===== src/core/stage_pkg.sv =====
package stage_pkg;
    localparam int          DATA_W     = 32;
    localparam int          ADDR_W     = 16;
    localparam int          SLOTS      = 5;
    localparam int          CNT_W      = 3;
    localparam logic [15:0] SLOT0_ADDR = 16'h6000;
    localparam logic [15:0] TADDR_ADDR = 16'h6005;
    localparam logic [15:0] COUNT_ADDR = 16'h6006;
    localparam logic [2:0]  CNT_MIN    = 3'h1;
    localparam logic [2:0]  CNT_MAX    = 3'h5;
    localparam logic [2:0]  CNT_ZERO   = 3'h0;

    typedef enum logic [0:0] {
        IDLE = 1'b0,
        COPY = 1'b1
    } state_type;

    typedef struct packed {
        logic              en;
        logic [ADDR_W-1:0] addr;
        logic [DATA_W-1:0] data;
    } mem_wr_type;
endpackage


===== src/core/safeload_param_transfer.sv =====
module safeload_param_transfer
    import stage_pkg::*;
(
    // Clock and reset
    input  wire logic       clk,
    input  wire logic       rstn,
    // Frame pacing
    input  wire logic       frame_tick,
    // Host parameter write port
    input  wire mem_wr_type host_wr,
    // Parameter RAM write port
    output mem_wr_type      ram_wr,
    // Status
    output logic            busy,
    output logic            done
);
    logic [DATA_W-1:0] slot_r [SLOTS];
    logic [DATA_W-1:0] slot_nxt [SLOTS];
    logic [ADDR_W-1:0] taddr_r, taddr_nxt;
    logic [CNT_W-1:0]  count_r, count_nxt;
    logic              armed_r, armed_nxt;
    state_type         state_r, state_nxt;
    logic [CNT_W-1:0]  idx_r, idx_nxt;
    logic [CNT_W-1:0]  len_r, len_nxt;
    mem_wr_type        ram_wr_r, ram_wr_nxt;
    logic              done_r, done_nxt;
    logic              cnt_wr;
    logic              start;

    assign cnt_wr = host_wr.en && host_wr.addr == COUNT_ADDR;
    assign start  = frame_tick && state_r == IDLE && armed_r;

    always_comb begin
        for (int i = 0; i < SLOTS; i++) begin
            slot_nxt[i] = slot_r[i];
            if (host_wr.en && host_wr.addr == SLOT0_ADDR + ADDR_W'(i)) begin
                slot_nxt[i] = host_wr.data;
            end
        end
        taddr_nxt = taddr_r;
        if (host_wr.en && host_wr.addr == TADDR_ADDR) begin
            taddr_nxt = host_wr.data[ADDR_W-1:0];
        end
        count_nxt = count_r;
        armed_nxt = armed_r;
        if (start) begin
            armed_nxt = 1'b0;
        end
        if (cnt_wr) begin
            count_nxt = host_wr.data[CNT_W-1:0];
            armed_nxt = 1'b1;
        end
    end

    // Out-of-range counts are clamped so the copy never leaves the slots
    always_comb begin
        state_nxt  = state_r;
        idx_nxt    = idx_r;
        len_nxt    = len_r;
        ram_wr_nxt = '0;
        done_nxt   = 1'b0;
        unique case (state_r)
            IDLE: begin
                if (start && count_r != CNT_ZERO) begin
                    state_nxt = COPY;
                    idx_nxt   = '0;
                    len_nxt   = (count_r > CNT_MAX) ? CNT_MAX : count_r;
                end
            end
            COPY: begin
                ram_wr_nxt.en   = 1'b1;
                ram_wr_nxt.addr = taddr_r + ADDR_W'(idx_r);
                ram_wr_nxt.data = slot_r[idx_r];
                idx_nxt         = idx_r + CNT_W'(1);
                // burst finishes in a few cycles
                if (idx_nxt >= len_r) begin
                    state_nxt = IDLE;
                    done_nxt  = 1'b1;
                end
            end
        endcase
    end

    always_ff @(posedge clk or negedge rstn) begin
        if (!rstn) begin
            for (int i = 0; i < SLOTS; i++) begin
                slot_r[i] <= '0;
            end
            taddr_r  <= '0;
            count_r  <= '0;
            armed_r  <= 1'b0;
            state_r  <= IDLE;
            idx_r    <= '0;
            len_r    <= '0;
            ram_wr_r <= '0;
            done_r   <= 1'b0;
        end else begin
            slot_r   <= slot_nxt;
            taddr_r  <= taddr_nxt;
            count_r  <= count_nxt;
            armed_r  <= armed_nxt;
            state_r  <= state_nxt;
            idx_r    <= idx_nxt;
            len_r    <= len_nxt;
            ram_wr_r <= ram_wr_nxt;
            done_r   <= done_nxt;
        end
    end

    assign ram_wr = ram_wr_r;
    assign busy   = state_r == COPY;
    assign done   = done_r;

    // Checker helper: word number inside a burst
    logic [CNT_W-1:0] word_r, word_nxt;
    always_comb begin
        word_nxt = '0;
        if (ram_wr_r.en) begin
            word_nxt = word_r + CNT_W'(1);
        end
    end
    always_ff @(posedge clk or negedge rstn) begin
        if (!rstn) begin
            word_r <= '0;
        end else begin
            word_r <= word_nxt;
        end
    end

    // Armed request starts on the tick
    start_on_tick_a: assert property (@(posedge clk) disable iff (!rstn)
        start && count_r >= CNT_MIN && count_r <= CNT_MAX |=> state_r == COPY)
        else $error("armed request not started on frame tick");
    // First word to the target address
    first_addr_a: assert property (@(posedge clk) disable iff (!rstn)
        state_r == IDLE ##1 state_r == COPY |=> ram_wr.en && ram_wr.addr == $past(taddr_r))
        else $error("first word not at target address");
    // Addresses step by one
    addr_step_a: assert property (@(posedge clk) disable iff (!rstn)
        ram_wr.en && $past(ram_wr.en) |-> ram_wr.addr == $past(ram_wr.addr) + ADDR_W'(1))
        else $error("target address did not step by one");
    // Count write arms
    count_arms_a: assert property (@(posedge clk) disable iff (!rstn)
        cnt_wr |=> armed_r && count_r == $past(host_wr.data[CNT_W-1:0]))
        else $error("count write did not arm");
    // Trigger cleared after start
    trigger_clear_a: assert property (@(posedge clk) disable iff (!rstn)
        start && !cnt_wr |=> !armed_r)
        else $error("trigger not cleared after service");
    // Burst ends within five writes
    burst_bound_a: assert property (@(posedge clk) disable iff (!rstn)
        $rose(busy) |-> ##[1:5] !busy)
        else $error("copy burst too long");
    // Slot write lands
    slot_store_a: assert property (@(posedge clk) disable iff (!rstn)
        host_wr.en && host_wr.addr == SLOT0_ADDR |=> slot_r[0] == $past(host_wr.data))
        else $error("slot 0 not stored");
    // No start without a tick
    no_tick_a: assert property (@(posedge clk) disable iff (!rstn)
        !frame_tick && state_r == IDLE |=> state_r == IDLE)
        else $error("copy started without frame tick");
    // Single slot write stores last slot
    last_slot_a: assert property (@(posedge clk) disable iff (!rstn)
        host_wr.en && host_wr.addr == SLOT0_ADDR + ADDR_W'(SLOTS - 1)
        |=> slot_r[SLOTS - 1] == $past(host_wr.data))
        else $error("slot 4 not stored");

    // Each word paired with its slot and address
    word_pair_a: assert property (@(posedge clk) disable iff (!rstn)
        ram_wr.en |-> ram_wr.data == slot_r[word_r]
            && ram_wr.addr == taddr_r + ADDR_W'(word_r))
        else $error("word not paired with its slot");
    // Never more words than slots
    word_range_a: assert property (@(posedge clk) disable iff (!rstn)
        ram_wr.en |-> word_r < CNT_W'(SLOTS))
        else $error("burst ran past the last slot");
    // Done marks the last word
    done_last_a: assert property (@(posedge clk) disable iff (!rstn)
        done |-> ram_wr.en && !busy)
        else $error("done not on last word");
    // Words back to back until done
    back_to_back_a: assert property (@(posedge clk) disable iff (!rstn)
        ram_wr.en && !done |=> ram_wr.en)
        else $error("gap inside copy burst");
    // Writes only right after copying
    write_in_copy_a: assert property (@(posedge clk) disable iff (!rstn)
        ram_wr.en |-> $past(busy))
        else $error("parameter write outside a copy");
    // Zero count copies nothing
    zero_count_a: assert property (@(posedge clk) disable iff (!rstn)
        start && count_r == CNT_ZERO |=> !busy)
        else $error("zero count started a copy");
    // Burst length inside slot range
    len_range_a: assert property (@(posedge clk) disable iff (!rstn)
        busy |-> len_r >= CNT_MIN && len_r <= CNT_MAX)
        else $error("burst length outside slot range");
    // Copy begins only after a tick
    tick_only_a: assert property (@(posedge clk) disable iff (!rstn)
        $rose(busy) |-> $past(frame_tick))
        else $error("copy began without frame tick");
    // Pending request kept until serviced
    arm_hold_a: assert property (@(posedge clk) disable iff (!rstn)
        armed_r && !start |=> armed_r)
        else $error("pending request lost");

    one_word_c: cover property (@(posedge clk) disable iff (!rstn)
        $rose(busy) ##1 !busy);
    five_word_c: cover property (@(posedge clk) disable iff (!rstn)
        $rose(busy) ##4 busy ##1 !busy);
    rearm_c: cover property (@(posedge clk) disable iff (!rstn)
        done ##[1:50] cnt_wr);
    busy_tick_c: cover property (@(posedge clk) disable iff (!rstn)
        frame_tick && busy);
    rewrite_c: cover property (@(posedge clk) disable iff (!rstn)
        start && cnt_wr);
endmodule


===== config.mk =====
export PLATFORM = sky130hd
export DESIGN_NAME = safeload_param_transfer
export DESIGN_NICKNAME = d
export VERILOG_FILES = /design/src/core/stage_pkg.sv /design/src/core/safeload_param_transfer.sv
export SDC_FILE = /design/constraint.sdc
export NUM_CORES = 1
export LEC_CHECK = 0
export ABC_AREA = 1
export BUFFER_PORTS_ARGS = -buffer_cell sky130_fd_sc_hd__buf_4
export CORE_ASPECT_RATIO = 0.9
export CORE_MARGIN = 3
export CORE_UTILIZATION = 45
export CTS_CLUSTER_DIAMETER = 30
export DETAILED_ROUTE_END_ITERATION = 10
export HOLD_SLACK_MARGIN = 0.03
export PLACE_DENSITY = 0.65
export SYNTH_ARGS = -nofsm -noshare
export SYNTH_HDL_FRONTEND = slang
export SYNTH_SLANG_ARGS = --single-unit

===== constraint.sdc =====
create_clock -name clk -period 1.8 [get_ports clk]
set_clock_uncertainty 0.1 [all_clocks]
set_input_delay 0.09 -clock clk [delete_from_list [all_inputs] [get_ports clk]]
set_output_delay 0.09 -clock clk [all_outputs]
set_load 0.1 [all_outputs]

==> results of run 1 <==
-- cells in the final DEF (no fill, tap or decap), types with 5 or more instances in the layout --
| cell | count |
|---|---|
| nand3_1 | 26 |
| clkinv_2 | 13 |
| a21oi_1 | 39 |
| buf_12 | 15 |
| o21ai_0 | 61 |
| dlygate4sd3_1 | 42 |
| clkbuf_16 | 50 |
| nand4_1 | 182 |
| o21ai_1 | 9 |
| inv_1 | 19 |
| bufinv_16 | 8 |
| ha_1 | 5 |
| nor2_1 | 166 |
| dfrtp_1 | 234 |
| nor2_4 | 7 |
| inv_2 | 6 |
| buf_4 | 131 |
| nand2_1 | 497 |
| clkbuf_8 | 9 |
-- flip-flops by register name, summed over array words and instances, names as in the netlist, 3 cells and up --
name	cells
slot_r	160
ram_wr	49
taddr_r	16
count_r	3
idx_r	3
len_r	3
-- power breakdown --
group | internal (mW) | leakage (nW) | total, mW | switching, mW
registers | 5.35 | 3.31 | 5.35 | 0.00194
clock network | 6.46 | 0.854 | 9.33 | 2.87
logic | 0.174 | 3.30 | 0.499 | 0.326
-- worst max-delay path, cell delays in order, from the launching register on --
cell	delay, ns
dfrtp_2	0.44
ha_1	0.24
xor2_2	0.21
ha_4	0.24
a21oi_1	0.14
o211ai_1	0.11
o21ai_0	0.16
-- routing by layer --
layer	GRT usage [%]	vias up
li1	-	4895
met1	33.5	5017
met2	39.7	339
met3	4.70	54
met4	6.92	0
met5	0	-
-- synth_stat cells, types with 9 or more instances --
cell type  instances
nand2_1          499
dfrtp_1          237
nand4_1          182
nor2_1           167
o21ai_0           61
buf_2             47
a21oi_1           39
clkbuf_1          33
nand3_1           27
inv_1             23
buf_4             14
o21ai_1            9
-- final cells by class --
type | instances | area, µm²
flip-flops and latches | 237 | 5930
well taps | 308 | 385
clock inverters | 29 | 370
fillers | 2186 | 9700
repair buffers | 193 | 1780
inverters | 26 | 97.6
clock buffers | 61 | 1360
multi-input cells | 1016 | 4690
-- what timing repair did --
| item | 4_1_cts | 5_1_grt |
|---|---|---|
| endpoints found under the hold margin | 421 | 0 |
| endpoints found under the setup margin | 0 | 15 |
| setup buffers | 0 | 4 |
| hold buffers | 42 | 0 |
| gates resized for setup | 0 | 16 |
-- path summary, 6_finish.rpt --
path                              from     endpoint  slack [ns]  cells past startpoint
max                           idx_r[0]         busy        0.08                      6
min                        host_wr[47]   taddr_r[1]        0.06                      7
max reg2reg                   idx_r[0]         busy        0.08                      6
min reg2reg                slot_r[118]  slot_r[118]        0.36                      2
max in group asynchronous         rstn   slot_r[50]        0.44                      4
min in group asynchronous         rstn   ram_wr[48]        0.49                      3
-- per-stage QoR --
step	setup WS (ns)	util (%)	cell area (µm²)	hold WS (ns)	power (mW)
finish	0.0794	60.1	14600	0.0597	15.2
CTS	0.00355	59.6	14500	0.0471	15.3
floorplan	0.00847	-	11200	-0.306	5.53
global placement	0.0388	50.8	12400	-0.0935	5.85
detailed placement	0.0297	50.8	12400	-0.0902	5.85
global route	-0.0121	60.1	14600	0.0756	15.6
-- logic make-up (layout without fill, tap and decap cells) --
group / Yosys count / after routing
xor gates and xnor gates: 5 / 5
and+or+nand+nor: 889 / 889
DFF: 237 / 237
adders and majority gates: 8 / 8
buffers and inverters: 128 / 309
AOI/OAI and AO/OA: 114 / 114
==> results.json, run 1 <==
{
  "first_iter_violations": 892,
  "crit_arrival_ns": 2.05,
  "wl_met3_mm": 2.07,
  "dp_cells": 1733,
  "io_pins": 103,
  "fin_crit_sh_pct": 95.6,
  "hold_class": "primary input to register",
  "cts_buffers": 49,
  "wl_per_cell_um": 17.8,
  "syn_inst": 1381,
  "status": "finished, final reports clean",
  "overflow": 0,
  "drt-vias-per-instance": 5.51,
  "cts.sinks": 237,
  "synth_edf_count": 0,
  "dp_hpwl_mm": 18.8,
  "p_leak_nw": 7.46,
  "ys_types": 29,
  "core_mm2": 0.0243,
  "die_area_mm2": 0.0267,
  "cts_root_buffer": "clkbuf_16",
  "grt_antenna_before_repair": 0,
  "nets": 1583,
  "first_pass_iters": 5,
  "clk_latency_ns": 0.53,
  "max-cap-violations": 0,
  "synth_xor_area_share_pct": 0.392,
  "finalHoldViolCount": 0,
  "crit_path_start_kind": "register",
  "place.gp.congestion": 0.855,
  "final_cells": 1870,
  "drc_errors": 0,
  "met1_length_mm": 14.6,
  "syn_area_mm2": 0.0112,
  "ys_ff_latch": 237,
  "vias": 10300,
  "rows": 54,
  "slew_headroom_pct": 68.8,
  "synth_compound_area_share_pct": 5.22,
  "drtAntennaViolNets": 0,
  "peakVddDrop_v": 0.000844,
  "final.setup.tns_ns": 0,
  "chipHeight_um": 155,
  "rsz0062_at_grt": "yes",
  "h-tree-depth": 2,
  "syn_nets": 1441,
  "worst_pin_slew_ns": 0.468,
  "critical_path_class": "register to register",
  "grt_start_max_net_pins": 85,
  "clkTransAtPathRegs_ns": 0.05,
  "top_layer": "met4",
  "cts_tree": "yes",
  "synthSimpleGateAreaFrac_pct": 34.9,
  "synth_top_area_share_pct": 53.1,
  "synthArstFlopShare_pct": 100,
  "ys.flop_type": "dfrtp_1",
  "area_growth_pct": 31.0,
  "ys_seq_area_share_pct": 53.1,
  "cp-end-kind": "register",
  "grt_pass1_wl_mm": 52.5,
  "cp.required_ns": 2.13,
  "grt_pass1_vias": 9847,
  "grtUsageTotal_pct": 24.4,
  "fin_crit_ns": 1.72,
  "fp.dieW_um": 172,
  "portBuffers": 102,
  "p_per_area_mw_per_mm2": 1040,
  "ys_warn_count": 0,
  "fmax_ghz": 0.581,
  "synth_fa_ha_area_share_pct": 0.964,
  "setup_violations": 0,
  "synthTopCellsByArea": "dfrtp_1, nand2_1, nand4_1",
  "path_max_fanout": 4,
  "wl_met2_mm": 16.0,
  "slew_violations": 0,
  "syn_area_per_cell_um2": 8.08,
  "start_util_pct": 45.9,
  "cts_buffer_depth": 3,
  "synth_top_family_by_area": "simple AND/OR/NAND/NOR gates",
  "synthMuxAreaShare_pct": 0,
  "synth_area_leader_cell": "dfrtp_1",
  "insertedDiodeCount": 0,
  "drive_gt1_share_pct": 17.1,
  "finalWirelength_mm": 33.2
}
Power figures use the tool's default switching activity.
==> run 2: changes to the inputs <==
--- a/config.mk
+++ b/config.mk
@@ -14,6 +14,7 @@
 export DETAILED_ROUTE_END_ITERATION = 10
 export HOLD_SLACK_MARGIN = 0.03
 export PLACE_DENSITY = 0.65
+export REMOVE_ABC_BUFFERS = 1
 export SYNTH_ARGS = -nofsm -noshare
 export SYNTH_HDL_FRONTEND = slang
 export SYNTH_SLANG_ARGS = --single-unit
==> results.json, run 2 (synthesis gave the netlist of run 1 again) <==
{
  "status": "finished, final reports clean",
  "largest_reg_flops": 160,
  "crit_path_cell_trace": "ha_4, inv_1, fa_2, inv_2, nand3_1, nand2_2, nand2_4, o21bai_1, nand2_1, nor2_2",
  "max-cap-violations": 0,
  "drive_gt1_share_pct": 18.8,
  "post-route-util_pct": 62.5,
  "post-place-ws_ns": -0.0371,
  "p_per_area_mw_per_mm2": 1110,
  "chipHeight_um": 155,
  "slowest_stage": "dfrtp_2",
  "dp_hpwl_mm": 19.8,
  "fin_crit_ns": 1.79,
  "nets": 1612,
  "die_area_mm2": 0.0267,
  "drt-vias-per-instance": 5.51,
  "worst-path-buf-inv": 2,
  "cts_buffers": 53,
  "clkTransAtPathRegs_ns": 0.05,
  "rsz0062_at_grt": "yes",
  "cts.sinks": 237,
  "grt_antenna_before_repair": 0,
  "placed_area_mm2": 0.0126,
  "cp.required_ns": 2.17,
  "clk_latency_ns": 0.55,
  "fp.dieW_um": 172,
  "cp-end-kind": "register",
  "layout_commonest_cell": "nand2_1",
  "cts_tree": "yes",
  "cts_buffer_depth": 3,
  "rows": 54,
  "hold_class": "primary input to register",
  "setup_violations": 0,
  "design_area_mm2": 0.0152,
  "layout.cells.most_common_list": "nand2_1, dfrtp_1, nand4_1",
  "path_max_fanout": 4,
  "fin_hold_ws_ns": 0.0461,
  "cts_root_buffer": "clkbuf_16",
  "critPathTopFamily": "adder cells",
  "drtAntennaViolNets": 0,
  "portBuffers": 102,
  "regMostFlops": "slot_r",
  "fmax_ghz": 0.558,
  "worst_pin_slew_ns": 0.615,
  "grt_start_max_net_pins": 59,
  "crit_arrival_ns": 2.16,
  "worst_slack_ns": 0.00777,
  "grt_pass1_vias": 10400,
  "first_pass_iters": 6,
  "core_mm2": 0.0243,
  "wl_per_cell_um": 17.6,
  "h-tree-depth": 2,
  "finalWirelength_mm": 33.5,
  "crit_path_start_kind": "register",
  "place.gp.congestion": 0.873,
  "fin_crit_sh_pct": 99.6,
  "area_growth_pct": 36.1,
  "grtUsageTotal_pct": 25.0,
  "insertedDiodeCount": 0,
  "peakVddDrop_v": 0.000810,
  "critical_path_class": "register to register",
  "io_pins": 103,
  "first_iter_violations": 919,
  "start_util_pct": 45.9,
  "grt_pass1_wl_mm": 54.2,
  "slew_headroom_pct": 58.7,
  "slew_violations": 0,
  "p_total_mw": 16.9,
  "max_stage_delay_ns": 0.42,
  "p_leak_nw": 7.76,
  "overflow": 0,
  "vias": 10500,
  "drc_errors": 0,
  "finalHoldViolCount": 0
}
run 2: per-layer routing:
layer	vias up	GRT usage (%)	wire [µm]	part of all wire (%)
met5	-	0	0	0
met4	0	7.18	666	2.0
met3	55	4.29	2050	6.1
met2	376	40.6	16000	48
met1	5081	34.6	14700	44
li1	4969	-	-	-
run 2: area by class of cell:
cell class	count	area, µm²
multi-input cells	1016	4710
repair buffers	218	2000
inverters	26	97.6
fillers	2045	9130
clock buffers	62	1430
flip-flops and latches	237	5930
clock inverters	36	639
well taps	308	385
run 2: tightest hold or removal path: stages:
cell and delay (ns):
buf_4 0.07, inv_1 0.04, nand3_1 0.07, nor2_2 0.04, buf_4 0.19, nand4_1 0.09
nand2_1 0.05
run 2: final timing paths:
path / start / to / slack [ns] / cells after the start
worst max-delay path: idx_r[0] / ram_wr[42] / 0.008 / 10
worst min-delay path: host_wr[47] / count_r[0] / 0.05 / 7
worst max register to register: idx_r[0] / ram_wr[42] / 0.008 / 10
worst min register to register: slot_r[113] / slot_r[113] / 0.36 / 2
max in group asynchronous: rstn / taddr_r[6] / 0.43 / 4
min in group asynchronous: rstn / slot_r[20] / 0.49 / 3
run 2: what timing repair did:
| item | in CTS | in global routing |
|---|---|---|
| setup buffers | 0 | 6 |
| hold buffers | 43 | 0 |
| hold endpoints to repair | 418 | 0 |
| resized for setup | 3 | 19 |
| endpoints found under the setup margin | 4 | 21 |
| pin swaps | 0 | 11 |
run 2: report_power, final:
part           leakage [nW]  total, mW  internal, mW  switching [mW]
registers              3.31       5.35          5.35         0.00199
logic                  3.46      0.514         0.193           0.321
clock network         0.992       11.1          7.95            3.12
run 2: stage by stage:
stage / cells / TNS (ns)
final: 1903 / 0
after global placement: 1756 / -0.00737
after global routing: 1903 / -0.641
after floorplan: 1279 / -378.21
after detailed placement: 1756 / -0.0467
after CTS: 1897 / -0.0184
